--- src/core/hspds_pkg.sv ---
// Shared constants and carrier types for the heat-seal process data block
package hspds_pkg;

  // Set point ceilings per temperature range, in degrees C
  localparam logic [15:0] HSPDS_SP_MAX_LOW   = 16'h012C;  // 300
  localparam logic [15:0] HSPDS_SP_MAX_HIGH  = 16'h01F4;  // 500
  // Start temperature word when not valid: -99 degrees C
  localparam logic [15:0] HSPDS_START_INVAL  = 16'hFF9D;
  // Tolerance band limit magnitude ceiling, kelvin
  localparam logic [6:0]  HSPDS_TOL_MAX      = 7'h63;     // 99
  // Reached threshold as a ratio of 95 to 100
  localparam logic signed [24:0] HSPDS_REACH_NUM = 25'sh000_005F;
  localparam logic signed [24:0] HSPDS_REACH_DEN = 25'sh000_0064;

  // Window function modes; code 3 behaves as the factory setting
  localparam logic [1:0]  HSPDS_WIN_OFF      = 2'h0;
  localparam logic [1:0]  HSPDS_WIN_FOLLOW   = 2'h1;
  localparam logic [1:0]  HSPDS_WIN_LATCH    = 2'h2;

  // Reset values and channel count
  localparam logic [15:0] HSPDS_WORD_RST     = 16'h0000;
  localparam logic [2:0]  HSPDS_CHAN_RST     = 3'h0;
  localparam logic [9:0]  HSPDS_CODE_RST     = 10'h000;
  localparam int unsigned HSPDS_CHANNELS     = 8;

  // Control word from the master
  typedef struct packed {
    logic [2:0] calibration_channel_select;
    logic       reference_calibration_request;
    logic       zero_calibration_request;
    logic       measurement_pause_request;
    logic       fault_clear_request;
    logic       heat_request;
  } hspds_ctrl_type;

  // Status word to the master, bit 0 first from the right
  typedef struct packed {
    logic [2:0] zero_pad;
    logic [2:0] channel_in_use;
    logic       measurement_gap_flag;
    logic       standby_flag;
    logic       reserved_info_flag;
    logic       control_mode_flag;
    logic       temperature_window_flag;
    logic       temperature_reached_flag;
    logic       warning_flag;
    logic       alarm_flag;
    logic       calibration_blocked_flag;
    logic       calibration_running_flag;
  } hspds_status_type;

  // Events and values from the measurement and control engine
  typedef struct packed {
    logic        cal_done;
    logic        cal_ok;
    logic        phase_comp_busy;
    logic        meas_active;
    logic        cooling_active;
    logic        powerup_hold;
    logic        alarm_trigger;
    logic        alarm_is_warning;
    logic [9:0]  alarm_code;
    logic [15:0] meas_resistance;
    logic [15:0] actual_temp;
  } hspds_engine_type;

endpackage : hspds_pkg

--- src/core/hspds_temp_compare.sv ---
// Tolerance band and reached-threshold comparator for the actual value
`timescale 1ns/1ns
module hspds_temp_compare
  import hspds_pkg::*;
(
  // Values to compare
  input  wire logic [15:0] actual,
  input  wire logic [15:0] set_point,
  input  wire logic [6:0]  tol_high,
  input  wire logic [6:0]  tol_low,
  // Results
  output logic             in_band,
  output logic             above_reach
);

  logic signed [17:0] act_s;
  logic signed [17:0] hi_s;
  logic signed [17:0] lo_s;
  logic signed [24:0] act_x;
  logic signed [24:0] set_x;

  // Band edges, widened so set point plus limit cannot wrap
  assign act_s = {{2{actual[15]}}, actual};
  assign hi_s  = $signed({2'h0, set_point}) + $signed({11'h000, tol_high});
  assign lo_s  = $signed({2'h0, set_point}) - $signed({11'h000, tol_low});
  assign in_band = (act_s >= lo_s) && (act_s <= hi_s);

  // Ratio test avoids a divider: actual*100 > set*95
  assign act_x = 25'(act_s) * HSPDS_REACH_DEN;
  assign set_x = $signed({9'h000, set_point}) * HSPDS_REACH_NUM;
  assign above_reach = act_x > set_x;

endmodule : hspds_temp_compare

--- src/core/hspds_status.sv ---
// Process data control and status logic of the heat-seal controller
//
// What this block does
// - Successful reference calibration also stores band resistance as channel reference
// - After each successful ordinary calibration, deviation from reference is computed and readable
// - Eight calibration records, chosen by a three-bit channel select whenever no calibration is running
// - Channel change during calibration waits until that calibration finishes
// - Channel in use is shown in the status word
// - Set point above range maximum (300 or 500 C) is clamped to it
// - Calibration running flag covers zero calibration and phase compensation
// - Calibration blocked flag while heat request, cooling or other refusal
// - Alarm flag sets on trigger and stays until fault clear
// - Warning may accompany alarm; alarm relay stays off for warnings
// - Reached flag above 95% of set point; clears on heat drop or alarm
// - Window mode off holds the temperature window flag at zero
// - Follow mode: window flag tracks band membership regardless of control mode
// - Latch mode: set on first entry, clear on exit while heating, else hold
// - Upper and lower band limits independent, each up to 99 K
// - Control mode flag only when heat request accepted and control entered
// - Reserved info flag always zero
// - Standby flag when fault clear or pause accepted; master drops request after
// - Measurement gap flag while heating without measurement; clears when measuring
// - Actual value signed 16-bit, 1 C; zero during calibration or fault
// - Start temperature valid while heating, else minus 99
// - Fault code in bits 0 to 9 of the third output word
`timescale 1ns/1ns
module hspds_status
  import hspds_pkg::*;
(
  // Clock, reset and freeze
  input  wire logic             SYS_CLK,
  input  wire logic             RESET_N,
  input  wire logic             CLK_EN,
  // Cyclic data from the master
  input  wire logic [15:0]      SET_POINT_IN,
  input  wire hspds_ctrl_type   CONTROL_IN,
  // Configuration
  input  wire logic             RANGE_UPPER,
  input  wire logic [1:0]       WINDOW_MODE,
  input  wire logic [6:0]       TOL_HIGH,
  input  wire logic [6:0]       TOL_LOW,
  input  wire logic             START_TEMP_ENABLE,
  // Measurement and control engine
  input  wire hspds_engine_type ENGINE_IN,
  // Commands to the engine
  output logic                  CAL_START,
  output logic                  HEAT_ENABLE,
  output logic                  ALARM_RELAY,
  output logic [15:0]           SET_POINT_OUT,
  // Cyclic data to the master
  output logic [15:0]           ACTUAL_OUT,
  output hspds_status_type      STATUS_OUT,
  output logic [15:0]           ERROR_OUT,
  output logic [15:0]           START_TEMP_OUT,
  output logic [15:0]           DEVIATION_OUT
);

  typedef enum logic [1:0] {CAL_IDLE, CAL_RUN, CAL_RELEASE} hspds_cal_type;

  hspds_cal_type cal_state_r;
  hspds_cal_type cal_state_nxt;
  logic [15:0]   rec_r [HSPDS_CHANNELS];
  logic [15:0]   ref_r [HSPDS_CHANNELS];
  logic          ref_mode_r;
  logic [2:0]    chan_r;
  logic [2:0]    chan_nxt;
  logic          cal_start_r;
  logic [15:0]   dev_r;
  logic [15:0]   sp_r;
  logic          running_r;
  logic          blocked_r;
  logic          control_r;
  logic          alarm_r;
  logic          warn_r;
  logic [9:0]    code_r;
  logic          reached_r;
  logic          window_r;
  logic          entered_r;
  logic          standby_r;
  logic          gap_r;
  logic [15:0]   actual_r;
  logic [15:0]   prev_temp_r;
  logic [15:0]   start_cap_r;
  logic [15:0]   start_out_r;
  logic          heat_prev_r;

  // Decoded requests and conditions
  wire         heat_req    = CONTROL_IN.heat_request;
  wire         clr_req     = CONTROL_IN.fault_clear_request;
  wire         pause_req   = CONTROL_IN.measurement_pause_request;
  wire         ref_req     = CONTROL_IN.reference_calibration_request;
  wire         cal_req     = CONTROL_IN.zero_calibration_request | ref_req;
  wire         blocked_nxt = heat_req | clr_req | ENGINE_IN.cooling_active
                             | ENGINE_IN.powerup_hold;
  wire         cal_go      = (cal_state_r == CAL_IDLE) & cal_req & ~blocked_nxt & ~alarm_r;
  wire         cal_fin     = (cal_state_r == CAL_RUN) & ENGINE_IN.cal_done;
  wire         cal_store   = cal_fin & ENGINE_IN.cal_ok;
  wire         running_nxt = (cal_state_nxt == CAL_RUN) | ENGINE_IN.phase_comp_busy;
  wire         alarm_nxt   = ENGINE_IN.alarm_trigger | (alarm_r & ~clr_req);
  wire         warn_nxt    = ENGINE_IN.alarm_trigger ? ENGINE_IN.alarm_is_warning
                                                     : (warn_r & alarm_nxt);
  wire         control_nxt = heat_req & ~running_nxt & ~alarm_nxt & ~clr_req;
  wire         heat_start  = heat_req & ~heat_prev_r;

  // Set point ceiling by range; master values above it are cut
  wire  [15:0] sp_max      = RANGE_UPPER ? HSPDS_SP_MAX_HIGH : HSPDS_SP_MAX_LOW;
  wire  [15:0] sp_nxt      = (SET_POINT_IN > sp_max) ? sp_max : SET_POINT_IN;

  // Band limits saturate at 99 K so a wild parameter cannot widen the band
  wire  [6:0]  tol_hi      = (TOL_HIGH > HSPDS_TOL_MAX) ? HSPDS_TOL_MAX : TOL_HIGH;
  wire  [6:0]  tol_lo      = (TOL_LOW > HSPDS_TOL_MAX) ? HSPDS_TOL_MAX : TOL_LOW;

  wire         in_band;
  wire         above_reach;

  hspds_temp_compare u_cmp (
    .actual      (ENGINE_IN.actual_temp),
    .set_point   (sp_r),
    .tol_high    (tol_hi),
    .tol_low     (tol_lo),
    .in_band     (in_band),
    .above_reach (above_reach)
  );

  // Reached holds once crossed; leaving control mode or an alarm drops it
  wire         reached_nxt = control_nxt & (reached_r | above_reach);

  // Latch mode: first entry per heat cycle sets, exit while heating clears
  wire         latch_set   = in_band & (heat_start | ~entered_r);
  wire         latch_nxt   = heat_start ? in_band
                           : heat_req ? (latch_set | (window_r & in_band))
                           : window_r;
  wire         entered_nxt = heat_start ? in_band : (entered_r | (heat_req & in_band));
  wire         window_nxt  = (WINDOW_MODE == HSPDS_WIN_OFF)   ? 1'b0
                           : (WINDOW_MODE == HSPDS_WIN_LATCH) ? latch_nxt
                           : in_band;

  // Pause only counts in plain measurement; heat, clear and calibration win
  wire         pause_ok    = pause_req & ~heat_req & ~cal_req & ~running_nxt;
  wire         standby_nxt = clr_req | pause_ok
                           | (standby_r & (clr_req | pause_req));
  wire         gap_nxt     = control_nxt & ~ENGINE_IN.meas_active;

  // Actual value: zero in calibration, fault or clear; frozen in pause
  wire  [15:0] actual_nxt  = (running_nxt | alarm_nxt | clr_req) ? HSPDS_WORD_RST
                           : pause_ok ? actual_r
                           : ENGINE_IN.actual_temp;
  wire  [15:0] start_nxt   = (START_TEMP_ENABLE & heat_req)
                           ? (heat_start ? prev_temp_r : start_cap_r)
                           : HSPDS_START_INVAL;
  wire  [9:0]  code_nxt    = ENGINE_IN.alarm_trigger ? ENGINE_IN.alarm_code
                           : alarm_nxt ? code_r : HSPDS_CODE_RST;

  // Idle tracks the select; a running calibration keeps its channel
  assign chan_nxt = (cal_state_r == CAL_RUN) ? chan_r
                  : CONTROL_IN.calibration_channel_select;

  // Calibration sequencer; a held request runs only once
  always_comb begin
    cal_state_nxt = cal_state_r;
    case (cal_state_r)
      CAL_IDLE:    if (cal_go) cal_state_nxt = CAL_RUN;
      CAL_RUN:     if (cal_fin) cal_state_nxt = CAL_RELEASE;
      CAL_RELEASE: if (!cal_req) cal_state_nxt = CAL_IDLE;
      default:     cal_state_nxt = CAL_IDLE;
    endcase
  end

  always_ff @(posedge SYS_CLK or negedge RESET_N) begin
    if (!RESET_N) begin
      cal_state_r <= CAL_IDLE;
      ref_mode_r  <= 1'b0;
      chan_r      <= HSPDS_CHAN_RST;
      cal_start_r <= 1'b0;
    end else if (CLK_EN) begin
      cal_state_r <= cal_state_nxt;
      chan_r      <= chan_nxt;
      cal_start_r <= cal_go;
      if (cal_go) ref_mode_r <= ref_req;
    end
  end

  // Calibration records and reference values per channel
  always_ff @(posedge SYS_CLK or negedge RESET_N) begin
    if (!RESET_N) begin
      for (int i = 0; i < HSPDS_CHANNELS; i++) begin
        rec_r[i] <= HSPDS_WORD_RST;
        ref_r[i] <= HSPDS_WORD_RST;
      end
      dev_r <= HSPDS_WORD_RST;
    end else if (CLK_EN && cal_store) begin
      rec_r[chan_r] <= ENGINE_IN.meas_resistance;
      if (ref_mode_r) begin
        ref_r[chan_r] <= ENGINE_IN.meas_resistance;
        dev_r         <= HSPDS_WORD_RST;
      end else begin
        dev_r <= ENGINE_IN.meas_resistance - ref_r[chan_r];
      end
    end
  end

  // Alarm, warning and code; a trigger beats a same-cycle clear
  always_ff @(posedge SYS_CLK or negedge RESET_N) begin
    if (!RESET_N) begin
      alarm_r <= 1'b0;
      warn_r  <= 1'b0;
      code_r  <= HSPDS_CODE_RST;
    end else if (CLK_EN) begin
      alarm_r <= alarm_nxt;
      warn_r  <= warn_nxt;
      code_r  <= code_nxt;
    end
  end

  // Status flags
  always_ff @(posedge SYS_CLK or negedge RESET_N) begin
    if (!RESET_N) begin
      running_r <= 1'b0;
      blocked_r <= 1'b0;
      control_r <= 1'b0;
      reached_r <= 1'b0;
      window_r  <= 1'b0;
      entered_r <= 1'b0;
      standby_r <= 1'b0;
      gap_r     <= 1'b0;
    end else if (CLK_EN) begin
      running_r <= running_nxt;
      blocked_r <= blocked_nxt;
      control_r <= control_nxt;
      reached_r <= reached_nxt;
      window_r  <= window_nxt;
      entered_r <= entered_nxt;
      standby_r <= standby_nxt;
      gap_r     <= gap_nxt;
    end
  end

  // Value words
  always_ff @(posedge SYS_CLK or negedge RESET_N) begin
    if (!RESET_N) begin
      sp_r        <= HSPDS_WORD_RST;
      actual_r    <= HSPDS_WORD_RST;
      prev_temp_r <= HSPDS_WORD_RST;
      start_cap_r <= HSPDS_WORD_RST;
      start_out_r <= HSPDS_START_INVAL;
      heat_prev_r <= 1'b0;
    end else if (CLK_EN) begin
      sp_r        <= sp_nxt;
      actual_r    <= actual_nxt;
      prev_temp_r <= ENGINE_IN.actual_temp;
      start_out_r <= start_nxt;
      heat_prev_r <= heat_req;
      if (heat_start) start_cap_r <= prev_temp_r;
    end
  end

  // Output mapping from flops; ALARM_RELAY gates alarm_r with warn_r
  assign CAL_START      = cal_start_r;
  assign HEAT_ENABLE    = control_r;
  assign ALARM_RELAY    = alarm_r & ~warn_r;
  assign SET_POINT_OUT  = sp_r;
  assign ACTUAL_OUT     = actual_r;
  assign ERROR_OUT      = {6'h00, code_r};
  assign START_TEMP_OUT = start_out_r;
  assign DEVIATION_OUT  = dev_r;

  assign STATUS_OUT.zero_pad                 = 3'h0;
  assign STATUS_OUT.channel_in_use           = chan_r;
  assign STATUS_OUT.measurement_gap_flag     = gap_r;
  assign STATUS_OUT.standby_flag             = standby_r;
  assign STATUS_OUT.reserved_info_flag       = 1'b0;
  assign STATUS_OUT.control_mode_flag        = control_r;
  assign STATUS_OUT.temperature_window_flag  = window_r;
  assign STATUS_OUT.temperature_reached_flag = reached_r;
  assign STATUS_OUT.warning_flag             = warn_r;
  assign STATUS_OUT.alarm_flag               = alarm_r;
  assign STATUS_OUT.calibration_blocked_flag = blocked_r;
  assign STATUS_OUT.calibration_running_flag = running_r;
endmodule : hspds_status

--- config.mk ---
export PLATFORM = sky130hd
export DESIGN_NAME = hspds_status
export DESIGN_NICKNAME = d
export VERILOG_FILES = /design/src/core/hspds_pkg.sv /design/src/core/hspds_temp_compare.sv /design/src/core/hspds_status.sv
export SDC_FILE = /design/constraint.sdc
export NUM_CORES = 1
export LEC_CHECK = 0
export BUFFER_PORTS_ARGS = -buffer_cell sky130_fd_sc_hd__clkbuf_2
export CAP_MARGIN = 20
export CORE_MARGIN = 2
export CORE_UTILIZATION = 54
export CTS_CLUSTER_DIAMETER = 200
export DETAILED_ROUTE_END_ITERATION = 12
export PLACE_DENSITY_LB_ADDON = 0.12
export SLEW_MARGIN = 10
export SYNTH_ARGS = -nofsm -noshare
export SYNTH_HDL_FRONTEND = slang
export SYNTH_SLANG_ARGS = --single-unit
--- constraint.sdc ---
create_clock -name SYS_CLK -period 5.45 [get_ports SYS_CLK]
set_input_delay 0.2725 -clock SYS_CLK [delete_from_list [all_inputs] [get_ports SYS_CLK]]
set_output_delay 0.2725 -clock SYS_CLK [all_outputs]
set_load 0.02 [all_outputs]
Yosys cells after proc, flatten, opt, wreduce, memory -nomap -nowiden
Index checks and enable logic that the tools add are counted.

storage, ports and cells
  output and inout port bits = 99
  bits of input ports = 95
  register bits = 252

cells by class
  reduce and logical (&&, ||, !) cells = 11
  $lt $le $gt $ge = 8
  bitwise operators = 50
  add/sub/neg operators = 3
  multiply operators = 2
  muxes and demuxes = 27
  equal/unequal tests = 7

operators with widths
  cell                                                                  number
  16-bit 2-to-1 mux                                                     9
  128-bit bitwise mux                                                   1
  16-bit binary-select mux with 3-bit select                            1
  16-bit demux with 3-bit select                                        1
  25-bit greater-than comparator                                        1
  16-bit by 7-bit multiplier with 23-bit output, second input constant  1
  1-bit AND                                                             22
  16-bit by 6-bit multiplier with 22-bit output, second input constant  1
  10-bit 2-to-1 mux                                                     2
  16-bit by 18-bit <= comparator with 1-bit output                      1
  16-bit by 7-bit adder with 17-bit output                              1
  16-bit by 17-bit greater-or-equal comparator with 1-bit output        1
  16-bit by 7-bit subtractor with 17-bit output                         1
  16-bit by 9-bit greater-than comparator with 1-bit output             1
  16-bit subtractor                                                     1
  1-bit bitwise OR                                                      15
  7-bit greater-than comparator, second input constant                  2
  7-bit 2-to-1 mux                                                      2
  1-bit inverter                                                        12
  2-bit AND reduction                                                   6
  8-bit 2-to-1 mux                                                      1
  1-bit 2-to-1 mux                                                      6
  2-bit 2-to-1 mux                                                      3
  2-bit case mux with 3 select lines                                    1
  other kinds (10)                                                      15

Logic depth before layout (Yosys ltp)
  depth in word-level cells = 15
  depth in mapped cells = 24
  mapped depth without buffers = 24

Cells and area by module
From an unflattened synthesis, not the netlist that was laid out.

second synthesis, totals
  cells, all modules = 1,672
  area, all modules = 17,915.9 µm²

modules (own cells, without submodules)
  module              area each (µm²)  seq. area each (µm²)  cells each  times used
  hspds_status        11,482.3         6,322.3               931         1
  hspds_temp_compare  6,433.7          0.0                   741         1

Worst setup path after synthesis
OpenSTA, ideal clock, no wires.

  kind = register -> register
  start = register sp_r[7] (netlist: SET_POINT_OUT[7])
  end = register reached_r
  buffers on the path = 0
  setup slack = -0.144 ns
  setup time = 0.125 ns
  arrival time = 5.469 ns
  stages on the path, launching flop included = 20
  required time = 5.325 ns
  clock period less this slack = 5.594 ns
  cells stage by stage = dfrtp_1 -> fa_1 -> fa_1 -> fa_1 -> inv_1 -> fa_1 -> inv_1 -> ha_1 -> a2111o_1 -> o2111ai_1 -> nand2_1 -> a31oi_1 -> o21bai_1 -> a21oi_1 -> xor2_1 -> ha_1 -> a2111oi_0 -> a311oi_1 -> o211ai_1 -> o21ai_1

on the way
  word-level cells in the longest chain between the ends = 4

ends and longest elaborated chain
  element                                        line                      RTL
  start, declared                                hspds_status.sv:69        logic [15:0] sp_r;
  start signal, assigned                         hspds_status.sv:248       sp_r <= sp_nxt;
  16-bit by 7-bit multiplier with 23-bit output  hspds_temp_compare.sv:30  assign set_x = $signed({9'h000, set_point}) * HSPDS_REACH_NUM;
  25-bit greater-than comparator                 hspds_temp_compare.sv:31  assign above_reach = act_x > set_x;
  1-bit bitwise OR                               hspds_status.sv:126       wire reached_nxt = control_nxt & (reached_r | above_reach);
  1-bit AND                                      hspds_status.sv:126
  end signal, assigned                           hspds_status.sv:230       reached_r <= reached_nxt;
  end, declared                                  hspds_status.sv:76        logic reached_r;

Every way passes these cells.
A chain may end at the register's enable or synchronous reset.

Worst setup path in the final report
  start = register sp_r[6] (netlist: SET_POINT_OUT[6])
  end = register reached_r

Same word-level chain as after synthesis.

==> flow_summary.json <==
{
  "ys_seq_elements": 252,
  "fill_cells": 2671,
  "fin_ws_ps": 168,
  "gp_congestion": 0.946,
  "die_w_microns": 185,
  "cts_buffers": 27,
  "cts_tree": "done",
  "cts_buffer_depth": 3,
  "finalSetupViolCount": 0,
  "setup.worst_path.class": "flip-flop to flip-flop",
  "clock-sinks": 252,
  "status": "complete, no violations",
  "coreArea_sq_um": 32400,
  "initial_core_util_pct": 54.4,
  "clock-root-buffer": "clkbuf_16",
  "grtUsageMet3_pct": 4.70,
  "ioPinCount": 194,
  "use_met1_pct": 38.7,
  "drt-vias-per-instance": 5.65,
  "clk_pin_slew_worst_paths_ps": 70,
  "leakage_nw": 10.5,
  "relSlewSlack_pct": 41.6,
  "hold_class": "input port to flip-flop",
  "syn_avg_cell_area_sq_um": 10.7,
  "numPortBuffers": 183,
  "hold_ws_ps": 35.2,
  "synth_top_area_share_pct": 33.9,
  "p_per_area_nw_per_um2": 343,
  "routed_wl_microns": 45000,
  "grt_use_total_pct": 26.6,
  "htree_num_levels": 1,
  "grt_max_degree": 150,
  "grt_use_met2_pct": 42.0,
  "slew_violations": 0,
  "synth_cell_types": 71,
  "overflow": 0,
  "grt_pass1_wl_microns": 71000,
  "antenna_found_initial": 1,
  "antenna_left": 0,
  "yosys_warnings": 0,
  "layout_commonest_cell": "dfrtp_1",
  "max_cap_viol_count": 0,
  "synth_top_area_cell": "dfrtp_1",
  "synth_edf_count": 0,
  "rsz0062_at_grt": "yes",
  "dieArea_sq_um": 34100,
  "worstMarginPinSlew_ps": 873,
  "placementRows": 66,
  "place_ws_ps": -112,
  "drive_gt1_share_pct": 26.3,
  "routedWlPerCell_microns": 19.2,
  "synth.area.mux_share_pct": 10.2,
  "synth_top_family_by_area": "adder cells",
  "fin_skew_ps": 13.9,
  "clock_latency_ps": 550,
  "synthSimpleGateAreaFrac_pct": 8.54,
  "finalCritPeriodShare_pct": 96.9,
  "synthArstFlopShare_pct": 100,
  "diodes": 0,
  "die_h_microns": 185,
  "grt_pass1_vias": 13300,
  "max_freq_mhz": 189,
  "ir_drop_uv": 265,
  "worst_ep_arrival_time_ps": 5720,
  "crit_fanout": 5,
  "vias": 13200,
  "final_cells": 2343,
  "layout_common_cells": "dfrtp_1 (235), ha_1 (199), clkbuf_2 (182), inv_1 (180), mux2_2 (156)",
  "yosys_most_used_dff": "dfrtp_1",
  "syn_inst": 1652,
  "cp-start-kind": "flip-flop",
  "area_growth_pct": 16.2,
  "endpoint_kind": "flip-flop",
  "grt.busiest_layer": "met2",
  "drtIter0Drc": 740,
  "synth-seq-area-share_pct": 35.9,
  "dr.pass1.iters": 6,
  "dp.cells": 2267,
  "synth_fa_ha_area_share_pct": 22.6,
  "synthTopCellsByArea": "dfrtp_1 (34%), ha_1 (14%), mux2_2 (10%)",
  "finalNetCount": 2251,
  "hold_viol_final": 0,
  "crit_required_ps": 5890,
  "synth_compound_area_share_pct": 13.7,
  "post-route-min-period_ps": 5280,
  "post-route-drc-count": 0,
  "syn_area_sq_um": 17600,
  "synthXorXnorAreaFrac_pct": 3.33,
  "hpwl_microns": 32400
}
-- metal layers --
metal	vias to the layer above	routed length, microns
met2	377	19900
met1	6523	21100
met5	-	11
met3	59	3110
met4	2	846
li1	6278	-
-- flip-flops by register name, indices dropped and copies added (netlist names), 2 cells and up --
| signal | cells |
|---|---|
| SET_POINT_OUT | 16 |
| ACTUAL_OUT | 16 |
| chan_r | 3 |
| ref_r | 128 |
| DEVIATION_OUT | 16 |
| cal_state_r | 2 |
| code_r | 10 |
| start_cap_r | 16 |
| prev_temp_r | 16 |
| START_TEMP_OUT | 16 |
-- power by group --
group          internal, mW  leakage (nW)  total [mW]  switching, mW
Sequential             1.99          3.33        2.07         0.0813
Clock                  1.09         0.454        1.87          0.778
Combinational          1.37          6.69        3.07           1.70
Total                  4.45          10.5        7.02           2.56
-- worst max-delay path, stage by stage, from the launching register on --
cell and delay, ps:
dfrtp_2 420, buf_6 140, fa_1 470, fa_2 490, fa_1 510, inv_1 50, fa_1 500, inv_1 70
ha_4 160, a2111o_1 430, o2111ai_2 190, nand2_2 100, a31oi_4 220, xnor2_2 100, ha_1 320, nand4_1 110
nor2_2 50, nand2_2 70, a21oi_2 40, a2111oi_2 340, a311oi_1 140, o211ai_1 180, o21ai_1 90
-- cell families (layout without fill, tap and decap cells) --
| group | Yosys count | count (layout) |
|---|---|---|
| AOI/OAI and AO/OA | 349 | 349 |
| and+or+nand+nor | 301 | 301 |
| adders and majority gates | 275 | 275 |
| DFF | 252 | 252 |
| buffers and inverters | 247 | 487 |
| muxes | 160 | 160 |
| xor gates and xnor gates | 67 | 67 |
| other | 1 | 10 |
-- final cells by class --
cell class | instances | area [sq um] | share of cell area [%]
Clock buffer | 37 | 773 | 3.78
Sequential cell | 252 | 6330 | 30.9
Multi-Input combinational cell | 1162 | 10500 | 51.1
Clock inverter | 12 | 136 | 0.666
Tap cell | 442 | 553 | 2.70
Inverter | 182 | 683 | 3.34
Timing Repair Buffer | 256 | 1540 | 7.53
-- synthesized netlist by cell type (all sizes together) (3+ instances only) --
cell type and number:
ha 204, nand2b 21, fa 71, o31a 3
nor3 11, o21a 14, o2bb2ai 3, nand2 97
nor4 3, a2111oi 4, o41ai 3, nand4 17
and3 19, or4 3, and2 8, a221oi 16
nand3b 3, a22oi 36, a22o 45, nor2b 16
o211ai 4, a21oi 60, or3 7, inv 182
o22ai 3, mux2i 4, dfstp 13, a211oi 10
o31ai 5, nand3 13, buf 38, a21o 31
xnor2 45, mux2 156, o21ai 69, a31oi 19
xor2 22, nor2 75, dfrtp 239, a32o 6
nor3b 4, clkbuf 27
-- final timing paths --
kind | from | end | slack (ps) | cells past startpoint
min | ENGINE_IN[49] | cal_state_r[1] | 40 | 2
min reg2reg | DEVIATION_OUT[10] | DEVIATION_OUT[10] | 480 | 2
max | SET_POINT_OUT[6] | reached_r | 170 | 22
max reg2reg | SET_POINT_OUT[6] | reached_r | 170 | 22
max in group asynchronous | RESET_N | SET_POINT_OUT[6] | 3720 | 3
min in group asynchronous | RESET_N | start_cap_r[10] | 360 | 2
-- timing repair --
| action | in CTS | in global routing |
|---|---|---|
| endpoints found under the setup margin | 1 | 1 |
| endpoints found under the hold margin | 110 | 0 |
| resized for setup | 5 | 29 |
| setup buffers | 0 | 6 |
| pin swaps | 0 | 28 |
| hold buffers | 21 | 0 |
-- stage by stage --
stage               instance area [sq um]  TNS, ps  total power, mW  utilization [%]
finish                              20500        0             7.02             63.3
detailed placement                  19200     -112             4.84             59.2
global placement                    19200    -23.1             4.76             59.2
global route                        20500     -159             7.55             63.3
CTS                                 20300        0             6.79             62.7
floorplan                           17700        0             4.06                -
Note: power is estimated with default switching activity, not from simulation.
